### config.mk
export PLATFORM = sky130hd
export DESIGN_NAME = sdram_power_manager
export DESIGN_NICKNAME = d
export VERILOG_FILES = /design/src/inc/sdram_pm_pkg.sv /design/src/hw/sdram_power_manager.sv
export SDC_FILE = /design/constraint.sdc
export NUM_CORES = 1
export LEC_CHECK = 0
export ABC_AREA = 0
export BUFFER_PORTS_ARGS = -buffer_cell sky130_fd_sc_hd__buf_2
export CORE_MARGIN = 2
export CORE_UTILIZATION = 57
export CTS_CLUSTER_DIAMETER = 50
export DETAILED_ROUTE_END_ITERATION = 8
export PLACE_DENSITY = 0.86
export SLEW_MARGIN = 15
export SYNTH_ARGS = -nofsm -noshare
export SYNTH_HDL_FRONTEND = slang
export SYNTH_SLANG_ARGS = --single-unit
### constraint.sdc
create_clock -name core_clk_i -period 4.45 [get_ports core_clk_i]
set_input_delay 0.89 -clock core_clk_i [delete_from_list [all_inputs] [get_ports core_clk_i]]
set_output_delay 0.89 -clock core_clk_i [all_outputs]
set_load 0.02 [all_outputs]
### src/inc/sdram_pm_pkg.sv
// Package with offsets, fields, reset values and types of the SDRAM power manager.
// Behaviour
// - Stop SDRAM clock when idle count exceeds threshold.
// - Access during clock stop restarts after three cycles.
// - Threshold two means stop after three idle cycles.
// - Self-refresh only by software commands.
// - Command code 110 enters self-refresh when running or clock-stopped; it is ignored during the clock restart.
// - Command code 111 leaves self-refresh.
// - No auto refresh, clock held stopped in self-refresh.
// - Clock resumes after cancel command accepted.
// - DRAM accesses during self-refresh get abort error.
package sdram_pm_pkg;
	localparam logic [3:0]  threshold_off     = 4'h0;
	localparam logic [3:0]  control_off       = 4'h4;
	localparam logic [3:0]  command_off       = 4'h8;
	localparam logic [3:0]  status_off        = 4'hc;
	localparam logic [3:0]  irq_status_off    = 4'h0 + 4'h0 + 4'h0;
	localparam logic [7:0]  irq_status_addr   = 8'h10;
	localparam logic [7:0]  irq_mask_addr     = 8'h14;
	localparam int          enable_bit        = 0;
	localparam int          cmd_lsb           = 0;
	localparam logic [2:0]  cmd_sr_start      = 3'h6;
	localparam logic [2:0]  cmd_sr_cancel     = 3'h7;
	localparam logic [15:0] threshold_rst     = 16'h0000;
	localparam int          restore_ns        = 60;
	localparam int          clk_period_ns     = 20;
	localparam logic [1:0]  restore_cycles    = 2'(restore_ns / clk_period_ns);
	localparam int          irq_pd_entry      = 0;
	localparam int          irq_pd_exit       = 1;
	localparam int          irq_sr_abort      = 2;
	localparam int          irq_width         = 3;

	typedef enum logic [1:0] {st_run, st_pdown, st_wake, st_selfref} pm_state_type;

	typedef struct packed {
		logic        rd;
		logic        wr;
		logic [7:0]  addr;
		logic [31:0] wdata;
	} reg_req_type;

	typedef struct packed {
		logic req;
		logic slot;
	} mem_req_type;
endpackage

### src/hw/sdram_power_manager.sv
// SDRAM power manager: automatic clock-stop power-down and software self-refresh.
module sdram_power_manager
	import sdram_pm_pkg::*;
(
	// Clock and reset.
	input  wire logic                        core_clk_i,
	input  wire logic                        sys_rst_i,
	// Register port.
	input  wire sdram_pm_pkg::reg_req_type   reg_req_i,
	output logic [31:0]                      reg_rdata_o,
	// DRAM space accesses from the bus side.
	input  wire sdram_pm_pkg::mem_req_type   mem_i,
	output logic                             mem_ready_o,
	output logic                             mem_abort_o,
	// Refresh and SDRAM clock control.
	input  wire logic                        refresh_tick_i,
	output logic                             auto_refresh_o,
	output logic                             sdram_clock_out_en_o,
	output logic                             self_refresh_o,
	// Interrupt.
	output logic                             irq_o
);
	import sdram_pm_pkg::*;

	pm_state_type           state_q;
	pm_state_type           state_d;
	logic [15:0]            powerdown_threshold_reg_q;
	logic                   auto_powerdown_enable_q;
	logic [15:0]            idle_q;
	logic [15:0]            idle_d;
	logic [1:0]             wake_q;
	logic [1:0]             wake_d;
	logic [irq_width-1:0]   irq_stat_q;
	logic [irq_width-1:0]   irq_mask_q;
	logic [irq_width-1:0]   irq_evt;
	logic [31:0]            rdata_q;
	logic                   mem_abort_q;
	wire                    wr_thr;
	wire                    wr_ctl;
	wire                    wr_cmd;
	wire                    wr_ist;
	wire                    wr_imsk;
	wire                    cmd_start;
	wire                    cmd_cancel;
	wire                    over_thr;
	wire  [31:0]            rd_mux;

	assign wr_thr     = reg_req_i.wr && (reg_req_i.addr == {4'h0, threshold_off});
	assign wr_ctl     = reg_req_i.wr && (reg_req_i.addr == {4'h0, control_off});
	assign wr_cmd     = reg_req_i.wr && (reg_req_i.addr == {4'h0, command_off});
	assign wr_ist     = reg_req_i.wr && (reg_req_i.addr == irq_status_addr);
	assign wr_imsk    = reg_req_i.wr && (reg_req_i.addr == irq_mask_addr);
	// Only software commands move self-refresh; no timer can start it.
	assign cmd_start  = wr_cmd && (reg_req_i.wdata[cmd_lsb+:3] == cmd_sr_start);
	assign cmd_cancel = wr_cmd && (reg_req_i.wdata[cmd_lsb+:3] == cmd_sr_cancel);
	// Strictly greater: threshold two stops after the third idle slot.
	assign over_thr   = idle_q > powerdown_threshold_reg_q;

	always_comb begin
		state_d = state_q;
		idle_d  = idle_q;
		wake_d  = wake_q;
		case (state_q)
			st_run: begin
				if (cmd_start) begin
					state_d = st_selfref;
				end else if (!auto_powerdown_enable_q || mem_i.req) begin
					idle_d = 16'h0000;
				end else if (over_thr) begin
					state_d = st_pdown;
				end else if (mem_i.slot) begin
					idle_d = idle_q + 16'h0001;
				end
			end
			st_pdown: begin
				idle_d = 16'h0000;
				if (cmd_start) begin
					state_d = st_selfref;
				end else if (mem_i.req || !auto_powerdown_enable_q) begin
					state_d = st_wake;
					wake_d  = restore_cycles - 2'h1;
				end
			end
			st_wake: begin
				idle_d = 16'h0000;
				if (wake_q == 2'h0) begin
					state_d = st_run;
				end else begin
					wake_d = wake_q - 2'h1;
				end
			end
			st_selfref: begin
				idle_d = 16'h0000;
				if (cmd_cancel) begin
					state_d = st_run;
				end
			end
			default: begin
				state_d = st_run;
			end
		endcase
	end

	// Sets win over write-one clears so no event is lost.
	assign irq_evt = {mem_abort_o, (state_q == st_pdown) && (state_d != st_pdown),
		(state_q == st_run) && (state_d == st_pdown)};

	always_ff @(posedge core_clk_i) begin
		if (sys_rst_i) begin
			state_q                   <= st_run;
			idle_q                    <= 16'h0000;
			wake_q                    <= 2'h0;
			powerdown_threshold_reg_q <= threshold_rst;
			auto_powerdown_enable_q   <= 1'b0;
			irq_stat_q                <= '0;
			irq_mask_q                <= '0;
			rdata_q                   <= 32'h0000_0000;
			mem_abort_q               <= 1'b0;
		end else begin
			state_q     <= state_d;
			idle_q      <= idle_d;
			wake_q      <= wake_d;
			rdata_q     <= reg_req_i.rd ? rd_mux : 32'h0000_0000;
			mem_abort_q <= mem_i.req && (state_q == st_selfref);
			irq_stat_q  <= (irq_stat_q & ~(wr_ist ? reg_req_i.wdata[irq_width-1:0] : '0))
				| irq_evt;
			if (wr_thr) begin
				powerdown_threshold_reg_q <= reg_req_i.wdata[15:0];
			end
			// Enable is honoured whenever written; threshold order is software's duty.
			if (wr_ctl) begin
				auto_powerdown_enable_q <= reg_req_i.wdata[enable_bit];
			end
			if (wr_imsk) begin
				irq_mask_q <= reg_req_i.wdata[irq_width-1:0];
			end
		end
	end

	assign rd_mux =
		(reg_req_i.addr == {4'h0, threshold_off}) ? {16'h0000, powerdown_threshold_reg_q} :
		(reg_req_i.addr == {4'h0, control_off})   ? {31'h0, auto_powerdown_enable_q} :
		(reg_req_i.addr == {4'h0, status_off})    ? {29'h0, state_q == st_selfref,
			state_q == st_pdown, state_q == st_wake} :
		(reg_req_i.addr == irq_status_addr)       ? {29'h0, irq_stat_q} :
		(reg_req_i.addr == irq_mask_addr)         ? {29'h0, irq_mask_q} : 32'h0000_0000;

	assign reg_rdata_o          = rdata_q;
	assign mem_abort_o          = mem_abort_q;
	// Accesses stall while the clock is stopped or restarting.
	assign mem_ready_o          = (state_q == st_run) && !cmd_start;
	assign sdram_clock_out_en_o = (state_q == st_run) || (state_q == st_wake);
	assign auto_refresh_o       = refresh_tick_i && (state_q != st_selfref);
	assign self_refresh_o       = state_q == st_selfref;
	assign irq_o                = |(irq_stat_q & irq_mask_q);
endmodule

==> impl_results.md, run 1 <==
* Status: finished, final reports clean
* IR Drop Worst-Case VDD at 0.231 mV
* Residual DRC at 0
* Count of hold buffers inserted by post-cts repair at 0
* Final Net Count at 503
* Clock root buffer master: sky130_fd_sc_hd__clkbuf_8
* Total chip power at 1.09 mW
* Pin slew with the least headroom to its limit at 0.806 ns
* Routing usage on met3 at 4.94%
* Area of the die at 0.00615 mm^2
* Sequential element share of the synthesized area at 38.0%
* Vert. Die Dim at 78.5 um
* Slowest Stage Delay on Critical Path at 0.53 ns
* Final std cell area, no fill at 0.00356 mm^2
* Slowest library cell on the worst path: sky130_fd_sc_hd__or4_4
* Setup tns final at 0 ns
* Max frequency at 281 MHz
* WP data required at 3.56 ns
* Overflow left after global routing at 0
* Proportion of register bits with asynchronous set or reset after synthesis at 0%
* CTS clk-pin slew, worst paths at 0.07 ns
* Initial Util at 58.1%
* Vias in the first global route at 2789
* Number of flip-flops and latches in the synthesized netlist at 60
* Most Crowded Layer GR: met2
* Number of standard cells after synthesis at 397
* Setup repair after global routing missed its margin: no
* Total routing usage reported by global routing at 24.9%
* Max-Slew Margin vs Limit at 46.3%
* Weighted congestion reported at the end of routability-driven placement at 0.916
* Wire length per cell at 14.3 um
* Core region area at 0.00544 mm^2
* Global-route wire length before repair at 12200 um
* Commonest non-fill, non-tap cells in the layout: sky130_fd_sc_hd__dfxtp_1 (60), sky130_fd_sc_hd__buf_2 (52), sky130_fd_sc_hd__a21oi_1 (47)
* Worst slack at placement at 0.910 ns
* Hold path startpoint: powerdown_threshold_reg_q[4]
* Number of I/O port buffers at 52
* Kind of start point of the critical path: input port
* Post-synth top flop: sky130_fd_sc_hd__dfxtp_1
* Met2 Track Usage GR at 43.1%
* Overall via count from detail_route at 3011
* Largest net degree at the start of global routing at 32
* Beginning of the critical path: reg_req_i[39]
* Final hold viol count at 0
* Worst Slack Setup Final at 0.897 ns
* Period utilization at 79.8%
* Cells traversed along the worst timing path: buf_2 -> or4_4 -> or3_4 -> or3_4 -> nor3b_1 -> buf_2
* Number of instances resized during post-cts repair at 0
* Crit Path Max Fanout at 6
* Met1 capacity usage during global routing at 29.1%
* Clock Skew at 0.00699 ns
* Final setup violation count at 0
* Max-slew violation count at 0
* Combined area of all synthesized cells at 0.00316 mm^2
* Maximum clock path buffer count at 2
* Post-layout min period at 3.55 ns
* H-tree depth at 3
* Total clock buffers created by CTS at 9
* Initial drt markers at 256
* Total half-perimeter wirelength after legalization and detailed placement at 5290 um
* FF-to-FF Start: powerdown_threshold_reg_q[15]
* I/O pin total at 85
* Width of the chip at 78.5 um
* Total Wirelength at 7380 um
* Reported max-cap violation count at 0
* Areal power density over the cells at 305 mW/mm^2
* Residual antenna-violating net count after detailed routing at 0
* WS Path Type: input port to output port
* Sort of element at the end of the critical path: output port
* # Post-CTS Setup Buffers at 0
* Via density at 5.85
* Clock sink count at 60
* Critical path arrival at 2.66 ns
* P_leak at 1.38 nW
* Clk Latency, worst-skew pair at 0.34 ns
* CTS tree: built
* Leading cell type in the layout, fill and taps excluded: sky130_fd_sc_hd__dfxtp_1
* Post-place instance area at 0.00336 mm^2
* Number of enable-type register cells in the synthesized netlist at 0
* Synthesized area per cell at 7.96 um^2
* Initial DRT Pass Iterations at 5
* Number of diodes at 0
* Count of unique library cells instantiated by Yosys at 50
* Count of warnings emitted by yosys at 0
* Kind of path behind the tightest hold check: flip-flop to flip-flop
* Share of post-route cells with drive strength above 1 at 17.6%
* Placement Rows at 27
* Synthesis-to-layout area growth at 12.8%
* Antenna violations before repair at 0
[per-stage QoR]
step                instances  util (%)  hold slack, ns
global route              515      65.5           0.481
finish                    515      65.5           0.458
detailed placement        499      61.8           0.451
floorplan                 412         -           0.436
global placement          499      61.8           0.445
CTS                       515      65.5           0.460
[path summary, 6_finish.rpt]
path / cells past startpoint / slack, ns / endpoint
worst max-delay path: 6 / 0.90 / mem_ready_o
worst max register to register: 9 / 1.66 / idle_q[6]
worst min register to register: 2 / 0.46 / powerdown_threshold_reg_q[4]
worst min-delay path: 2 / 0.46 / powerdown_threshold_reg_q[4]
[synthesized netlist by cell type (2+ instances only)]
cell type	instances	area [um^2]
sky130_fd_sc_hd__a31oi_1	2	12.5
sky130_fd_sc_hd__a22o_1	2	17.5
sky130_fd_sc_hd__nor4_1	4	25.0
sky130_fd_sc_hd__inv_1	25	93.8
sky130_fd_sc_hd__nor2b_1	3	18.8
sky130_fd_sc_hd__o31ai_1	4	30.0
sky130_fd_sc_hd__buf_4	17	128
sky130_fd_sc_hd__clkbuf_1	19	71.3
sky130_fd_sc_hd__o21ai_0	14	70.1
sky130_fd_sc_hd__mux2i_1	3	30.0
sky130_fd_sc_hd__o22ai_1	4	25.0
sky130_fd_sc_hd__a311oi_1	2	17.5
sky130_fd_sc_hd__nand2b_1	6	37.5
sky130_fd_sc_hd__a21oi_1	47	235
sky130_fd_sc_hd__nand2_1	40	150
sky130_fd_sc_hd__nor2_1	25	93.8
sky130_fd_sc_hd__and4_1	2	17.5
sky130_fd_sc_hd__a22oi_1	5	37.5
sky130_fd_sc_hd__o211ai_1	3	22.5
sky130_fd_sc_hd__and2_1	6	37.5
sky130_fd_sc_hd__nand4_1	11	68.8
sky130_fd_sc_hd__nor3_1	15	75.1
sky130_fd_sc_hd__nand3_1	20	100
sky130_fd_sc_hd__o41ai_1	3	26.3
sky130_fd_sc_hd__ha_1	18	225
sky130_fd_sc_hd__dfxtp_1	60	1200
sky130_fd_sc_hd__or4_1	4	30.0
sky130_fd_sc_hd__nor3b_1	4	30.0
sky130_fd_sc_hd__or3_1	7	43.8
sky130_fd_sc_hd__or3_4	2	22.5
[logic make-up after synthesis]
| logic type | share of synthesized area (%) |
|---|---|
| AND/OR/NAND/NOR | 25.1 |
| AO/OA/AOI/OAI | 18.8 |
| buffers and inverters | 9.90 |
| flip-flops | 38.0 |
| adder cells (fa/ha/maj) | 7.13 |
| multiplexers | 0.951 |
| other | 0.119 |
[layout make-up]
cell class                      count  area [um^2]
Multi-Input combinational cell    288         1700
Tap cell                           72         90.1
Timing Repair Buffer               54          275
Clock buffer                       11          141
Inverter                           25         93.8
Sequential cell                    60         1200
Clock inverter                      5         61.3
Fill cell                         475         1870
[where the power goes]
part	leakage [nW]	switching, mW	internal, mW
Combinational	0.807	0.0379	0.0144
Clock	0.0918	0.222	0.275
Sequential	0.483	0.000164	0.537
[metal layers]
metal / wire, um / part of all wire, % / vias up
met5: 0 / 0 / -
met4: 202 / 2.7 / 0
met3: 423 / 5.7 / 22
met2: 3640 / 49 / 124
met1: 3110 / 42 / 1401
li1: - / - / 1464
[worst max-delay path: cells and delay by family]
kind,cells,cell delay (ns)
simple gates,4,1.49
buf+inv,2,0.27
[sequential cells by signal (all words and copies together) (netlist names)]
| name | cells |
|---|---|
| auto_powerdown_enable_q | 1 |
| idle_q | 16 |
| irq_mask_q | 3 |
| irq_stat_q | 3 |
| mem_abort_o | 1 |
| powerdown_threshold_reg_q | 16 |
| reg_rdata_o | 16 |
| state_q | 2 |
| wake_q | 2 |
Power figures use the tool's default switching activity.
==> inputs of run 2 (changes only) <==
--- a/config.mk
+++ b/config.mk
@@ -5,13 +5,13 @@
 export SDC_FILE = /design/constraint.sdc
 export NUM_CORES = 1
 export LEC_CHECK = 0
-export ABC_AREA = 0
+export ABC_AREA = 1
 export BUFFER_PORTS_ARGS = -buffer_cell sky130_fd_sc_hd__buf_2
 export CORE_MARGIN = 2
-export CORE_UTILIZATION = 57
+export CORE_UTILIZATION = 54
 export CTS_CLUSTER_DIAMETER = 50
 export DETAILED_ROUTE_END_ITERATION = 8
-export PLACE_DENSITY = 0.86
+export PLACE_DENSITY = 0.81
 export SLEW_MARGIN = 15
 export SYNTH_ARGS = -nofsm -noshare
 export SYNTH_HDL_FRONTEND = slang
==> constraint.sdc (replaced) <==
create_clock -name core_clk_i -period 3.5 [get_ports core_clk_i]
set_input_delay 0.7 -clock core_clk_i [delete_from_list [all_inputs] [get_ports core_clk_i]]
set_output_delay 0.7 -clock core_clk_i [all_outputs]
set_load 0.02 [all_outputs]
==> impl_results.md, run 2 <==
* Status: finished, final reports clean (unchanged)
* Max-slew violation count at 0 (unchanged)
* Clock Skew at 0.00529 ns (was 0.00699 ns)
* Proportion of register bits with asynchronous set or reset after synthesis at 0% (unchanged)
* Largest net degree at the start of global routing at 33 (was 32)
* Comb pwr share at 4.6% (was 4.8%)
* Initial DRT Pass Iterations at 6 (was 5)
* Clock sink count at 60 (unchanged)
* P_leak at 1.80 nW (was 1.38 nW)
* Residual antenna-violating net count after detailed routing at 0 (unchanged)
* Count of warnings emitted by yosys at 0 (unchanged)
* Number of enable-type register cells in the synthesized netlist at 0 (unchanged)
* IR Drop Worst-Case VDD at 0.298 mV (was 0.231 mV)
* Area of the die at 0.00704 mm^2 (was 0.00615 mm^2)
* Main combinational cell family by area after synthesis: simple AND/OR/NAND/NOR gates (unchanged)
* Area share of the leading cell type in the synthesized netlist at 34.8% (was 38.0%)
* Final hold viol count at 0 (unchanged)
* Cells traversed along the worst timing path: buf_2 -> nor2_2 -> nand2_2 -> nor2_4 -> nand3_1 -> nand2_1 -> inv_1 -> buf_2 (was buf_2 -> or4_4 -> or3_4 -> or3_4 -> nor3b_1 -> buf_2)
* Commonest non-fill, non-tap cells in the layout: sky130_fd_sc_hd__nand2_1 (94), sky130_fd_sc_hd__inv_1 (71), sky130_fd_sc_hd__nor2_1 (67) (was sky130_fd_sc_hd__dfxtp_1 (60), sky130_fd_sc_hd__buf_2 (52), sky130_fd_sc_hd__a21oi_1 (47))
* Wire length per cell at 12.5 um (was 14.3 um)
* Clock root buffer master: sky130_fd_sc_hd__clkbuf_8 (unchanged)
* Number of diodes at 0 (unchanged)
* Max-Slew Margin vs Limit at 57.2% (was 46.3%)
* Global-route wire length before repair at 13000 um (was 12200 um)
* FF-to-FF Start: idle_q[11] (was powerdown_threshold_reg_q[15])
* Setup tns final at 0 ns (unchanged)
* Maximum clock path buffer count at 2 (unchanged)
* CTS clk-pin slew, worst paths at 0.07 ns (about the same)
* Sequential element share of the synthesized area at 34.8% (was 38.0%)
* Sort of element at the end of the critical path: output port (unchanged)
* Weighted congestion reported at the end of routability-driven placement at 0.909 (was 0.916)
* Clk Latency, worst-skew pair at 0.34 ns (about the same)
* Number of instances resized during post-cts repair at 0 (unchanged)
* Initial Util at 55.0% (was 58.1%)
* # Post-CTS Setup Buffers at 0 (unchanged)
* Clock Power Share at 50.1% (was 45.7%)
* Total routing usage reported by global routing at 22.5% (was 24.9%)
* Synth area leaders: sky130_fd_sc_hd__dfxtp_1 (35%), sky130_fd_sc_hd__nand2_1 (10%), sky130_fd_sc_hd__inv_1 (7.7%) (was sky130_fd_sc_hd__dfxtp_1 (38%), sky130_fd_sc_hd__a21oi_1 (7.4%), sky130_fd_sc_hd__ha_1 (7.1%))
* Total Wirelength at 7860 um (was 7380 um)
* Share of the synthesized netlist area taken by xor and xnor gates at 0% (unchanged)
* Switching part of the total at 22.1% (was 23.9%)
* Count of unique library cells instantiated by Yosys at 38 (was 50)
* Setup repair after global routing missed its margin: no (unchanged)
* Mux share of post-synthesis cell area at 0% (was 0.950%)
* Slowest library cell on the worst path: sky130_fd_sc_hd__nor2_4 (was sky130_fd_sc_hd__or4_4)
* Areal power density over the cells at 385 mW/mm^2 (was 305 mW/mm^2)
* Post-layout min period at 2.36 ns
* Combined area of all synthesized cells at 0.00345 mm^2 (was 0.00316 mm^2)
* Filler Cell Count at 572 (was 475)
* Width of the chip at 83.9 um (was 78.5 um)
* Kind of start point of the critical path: input port (unchanged)
* Overflow left after global routing at 0 (unchanged)
* Most frequent CP cell: sky130_fd_sc_hd__buf_2
* Antenna violations before repair at 0 (unchanged)
* Final setup violation count at 0 (unchanged)
* Yosys top cell by area: sky130_fd_sc_hd__dfxtp_1 (unchanged)
* Placement Rows at 29 (was 27)
* Reported max-cap violation count at 0 (unchanged)
* P_sw at 0.334 mW (was 0.260 mW)
* Share of post-route cells with drive strength above 1 at 18.0% (was 17.6%)
* Via density at 5.31 (was 5.85)
* Synthesized-area fraction occupied by ao, oa, aoi and oai cells at 14.0% (was 18.8%)
* Synthesized area per cell at 7.00 um^2 (was 7.96 um^2)
* Count of hold buffers inserted by post-cts repair at 0 (unchanged)
* Core region area at 0.00628 mm^2 (was 0.00544 mm^2)
* Overall via count from detail_route at 3331 (was 3011)
* Multi-input logic area at 0.00184 mm^2 (was 0.00170 mm^2)
* Max frequency at 424 MHz
* Reg-to-reg setup timing slack at 1.28 ns (was 1.66 ns)
* Internal Pwr Total at 1.17 mW (was 0.826 mW)
* R2R Path End: idle_q[0] (was idle_q[6])
* Basic-gate share of the synthesized area counting and, or, nand and nor cells at 31.0% (was 25.1%)
* Vert. Die Dim at 83.9 um (was 78.5 um)
* Slowest Stage Delay on Critical Path at 0.20 ns (was 0.53 ns)
* Kind of path behind the tightest hold check: flip-flop to flip-flop (unchanged)
* WP data required at 2.80 ns (was 3.56 ns)
* H-tree depth at 3 (unchanged)
* Synthesis-to-layout area growth at 13.5% (was 12.8%)
* WS Path Type: input port to output port (unchanged)
* Area taken by flip-flops and latches at 0.00120 mm^2 (unchanged)
* Worst Slack Setup Final at 1.14 ns (was 0.897 ns)
* Vias in the first global route at 3041 (was 2789)
* Critical path arrival at 1.66 ns (was 2.66 ns)
* Number of stages on the worst hold path at 2 (unchanged)
* Most instantiated cells after synthesis: sky130_fd_sc_hd__nand2_1 (94), sky130_fd_sc_hd__inv_1 (71), sky130_fd_sc_hd__nor2_1 (67) (was sky130_fd_sc_hd__dfxtp_1 (60), sky130_fd_sc_hd__a21oi_1 (47), sky130_fd_sc_hd__nand2_1 (40))
* Buffers plus inverters on the worst setup path at 3 (was 2)
* Final Net Count at 610 (was 503)
* Arithmetic-cell share of the synthesized area counting full adders, half adders and majority gates at 6.53% (was 7.13%)
* Most common cell in the netlist: sky130_fd_sc_hd__nand2_1 (was sky130_fd_sc_hd__dfxtp_1)
* Initial drt markers at 152 (was 256)
* Leading cell type in the layout, fill and taps excluded: sky130_fd_sc_hd__nand2_1 (was sky130_fd_sc_hd__dfxtp_1)
* CTS tree: built (unchanged)
* Kind of cell with the highest combined delay on the critical path: simple AND/OR/NAND/NOR gates (unchanged)
* Total clock buffers created by CTS at 9 (unchanged)
* Sequential cell fraction of total power at 45.4% (was 49.5%)
* End point of the worst hold path: irq_stat_q[2] (was powerdown_threshold_reg_q[4])
* Number of standard cells after synthesis at 493 (was 397)
* I/O pin total at 85 (unchanged)
* Number of flip-flops and latches in the synthesized netlist at 60 (unchanged)
* Period utilization at 67.4%
* Crit Path Max Fanout at 9 (was 6)
* Worst slack at placement at 1.15 ns (was 0.910 ns)
* Post-synth top flop: sky130_fd_sc_hd__dfxtp_1 (unchanged)
* Worst reg2reg path depth at 9 (unchanged)
* Hold path startpoint: mem_abort_o (was powerdown_threshold_reg_q[4])
* Number of I/O port buffers at 52 (unchanged)
* Pin slew with the least headroom to its limit at 0.640 ns (was 0.806 ns)
* Total half-perimeter wirelength after legalization and detailed placement at 5680 um (was 5290 um)
* Residual DRC at 0 (unchanged)
run 2: cell types whose count changed after synthesis, sizes merged, moves of 9 or more:
cell | previous run | this run
clkbuf | 19 | 5
inv | 25 | 73
nand2 | 40 | 102
nand4 | 11 | 24
nor2 | 25 | 74
nor3 | 16 | 3
o21ai | 16 | 28
or3 | 9 | 0
run 2: cell families (layout without fill, tap and decap cells):
group,after synthesis,count (layout)
other cells,1,16
simple gates,231,231
compound gates,83,83
flops,60,60
buf+inv,100,142
fa+ha+maj,18,18
run 2: worst max-delay path by stage:
stage | start | endpoint | depth (start not counted) | slack (ns)
CTS | reg_req_i[37] | mem_ready_o | 8 | 1.15
detailed placement | reg_req_i[37] | mem_ready_o | 8 | 1.15
global route | reg_req_i[33] | mem_ready_o | 8 | 1.03
global placement | reg_req_i[37] | mem_ready_o | 8 | 1.18
finish | reg_req_i[37] | mem_ready_o | 8 | 1.14
floorplan | reg_req_i[37] | mem_ready_o | 6 | 1.48
run 2: routing by layer:
layer | GRT usage (%) | share of wire, % | vias up
li1 | - | - | 1673
met4 | 9.24 | 1.5 | 0
met2 | 39.1 | 47 | 135
met5 | 0 | 0 | -
met3 | 3.66 | 7.6 | 14
met1 | 27.5 | 43 | 1509
run 2: per-stage QoR:
stage	utilization, %	instance area, um^2	power, mW	hold slack (ns)	std cells
2_1_floorplan	-	3510	0.753	0.439	508
3_3_place_gp	58.5	3670	0.766	0.436	611
3_5_place_dp	58.5	3670	0.766	0.442	611
4_1_cts	62.3	3910	1.51	0.455	627
5_1_grt	62.3	3910	1.54	0.492	627
6_report	62.3	3910	1.51	0.455	627
run 2: layout make-up:
class	instances	area share [%]
repair buffers	53	6.84
multi-input cells	348	46.9
flip-flops and latches	60	30.7
inverters	73	7.00
clock inverters	7	2.94
well taps	77	2.46
clock buffers	9	3.16
run 2: power by group through the flow:
stage               sequential, mW  combinational (mW)  clock [mW]
global placement             0.699              0.0667           0
detailed placement           0.699              0.0675           0
finish                       0.683              0.0687       0.754
floorplan                    0.699              0.0546           0
global route                 0.683              0.0757       0.785
CTS                          0.683              0.0681       0.762
run 2: worst register-to-register path, cell delays in order (launching register included):
cell	delay, ns
sky130_fd_sc_hd__dfxtp_1	0.46
sky130_fd_sc_hd__ha_1	0.31
sky130_fd_sc_hd__a21oi_1	0.15
sky130_fd_sc_hd__nand2_1	0.06
sky130_fd_sc_hd__a21oi_1	0.14
sky130_fd_sc_hd__nand2_1	0.09
sky130_fd_sc_hd__nand3_2	0.29
sky130_fd_sc_hd__nand3_4	0.33
sky130_fd_sc_hd__a21oi_1	0.22
sky130_fd_sc_hd__nor2_1	0.05
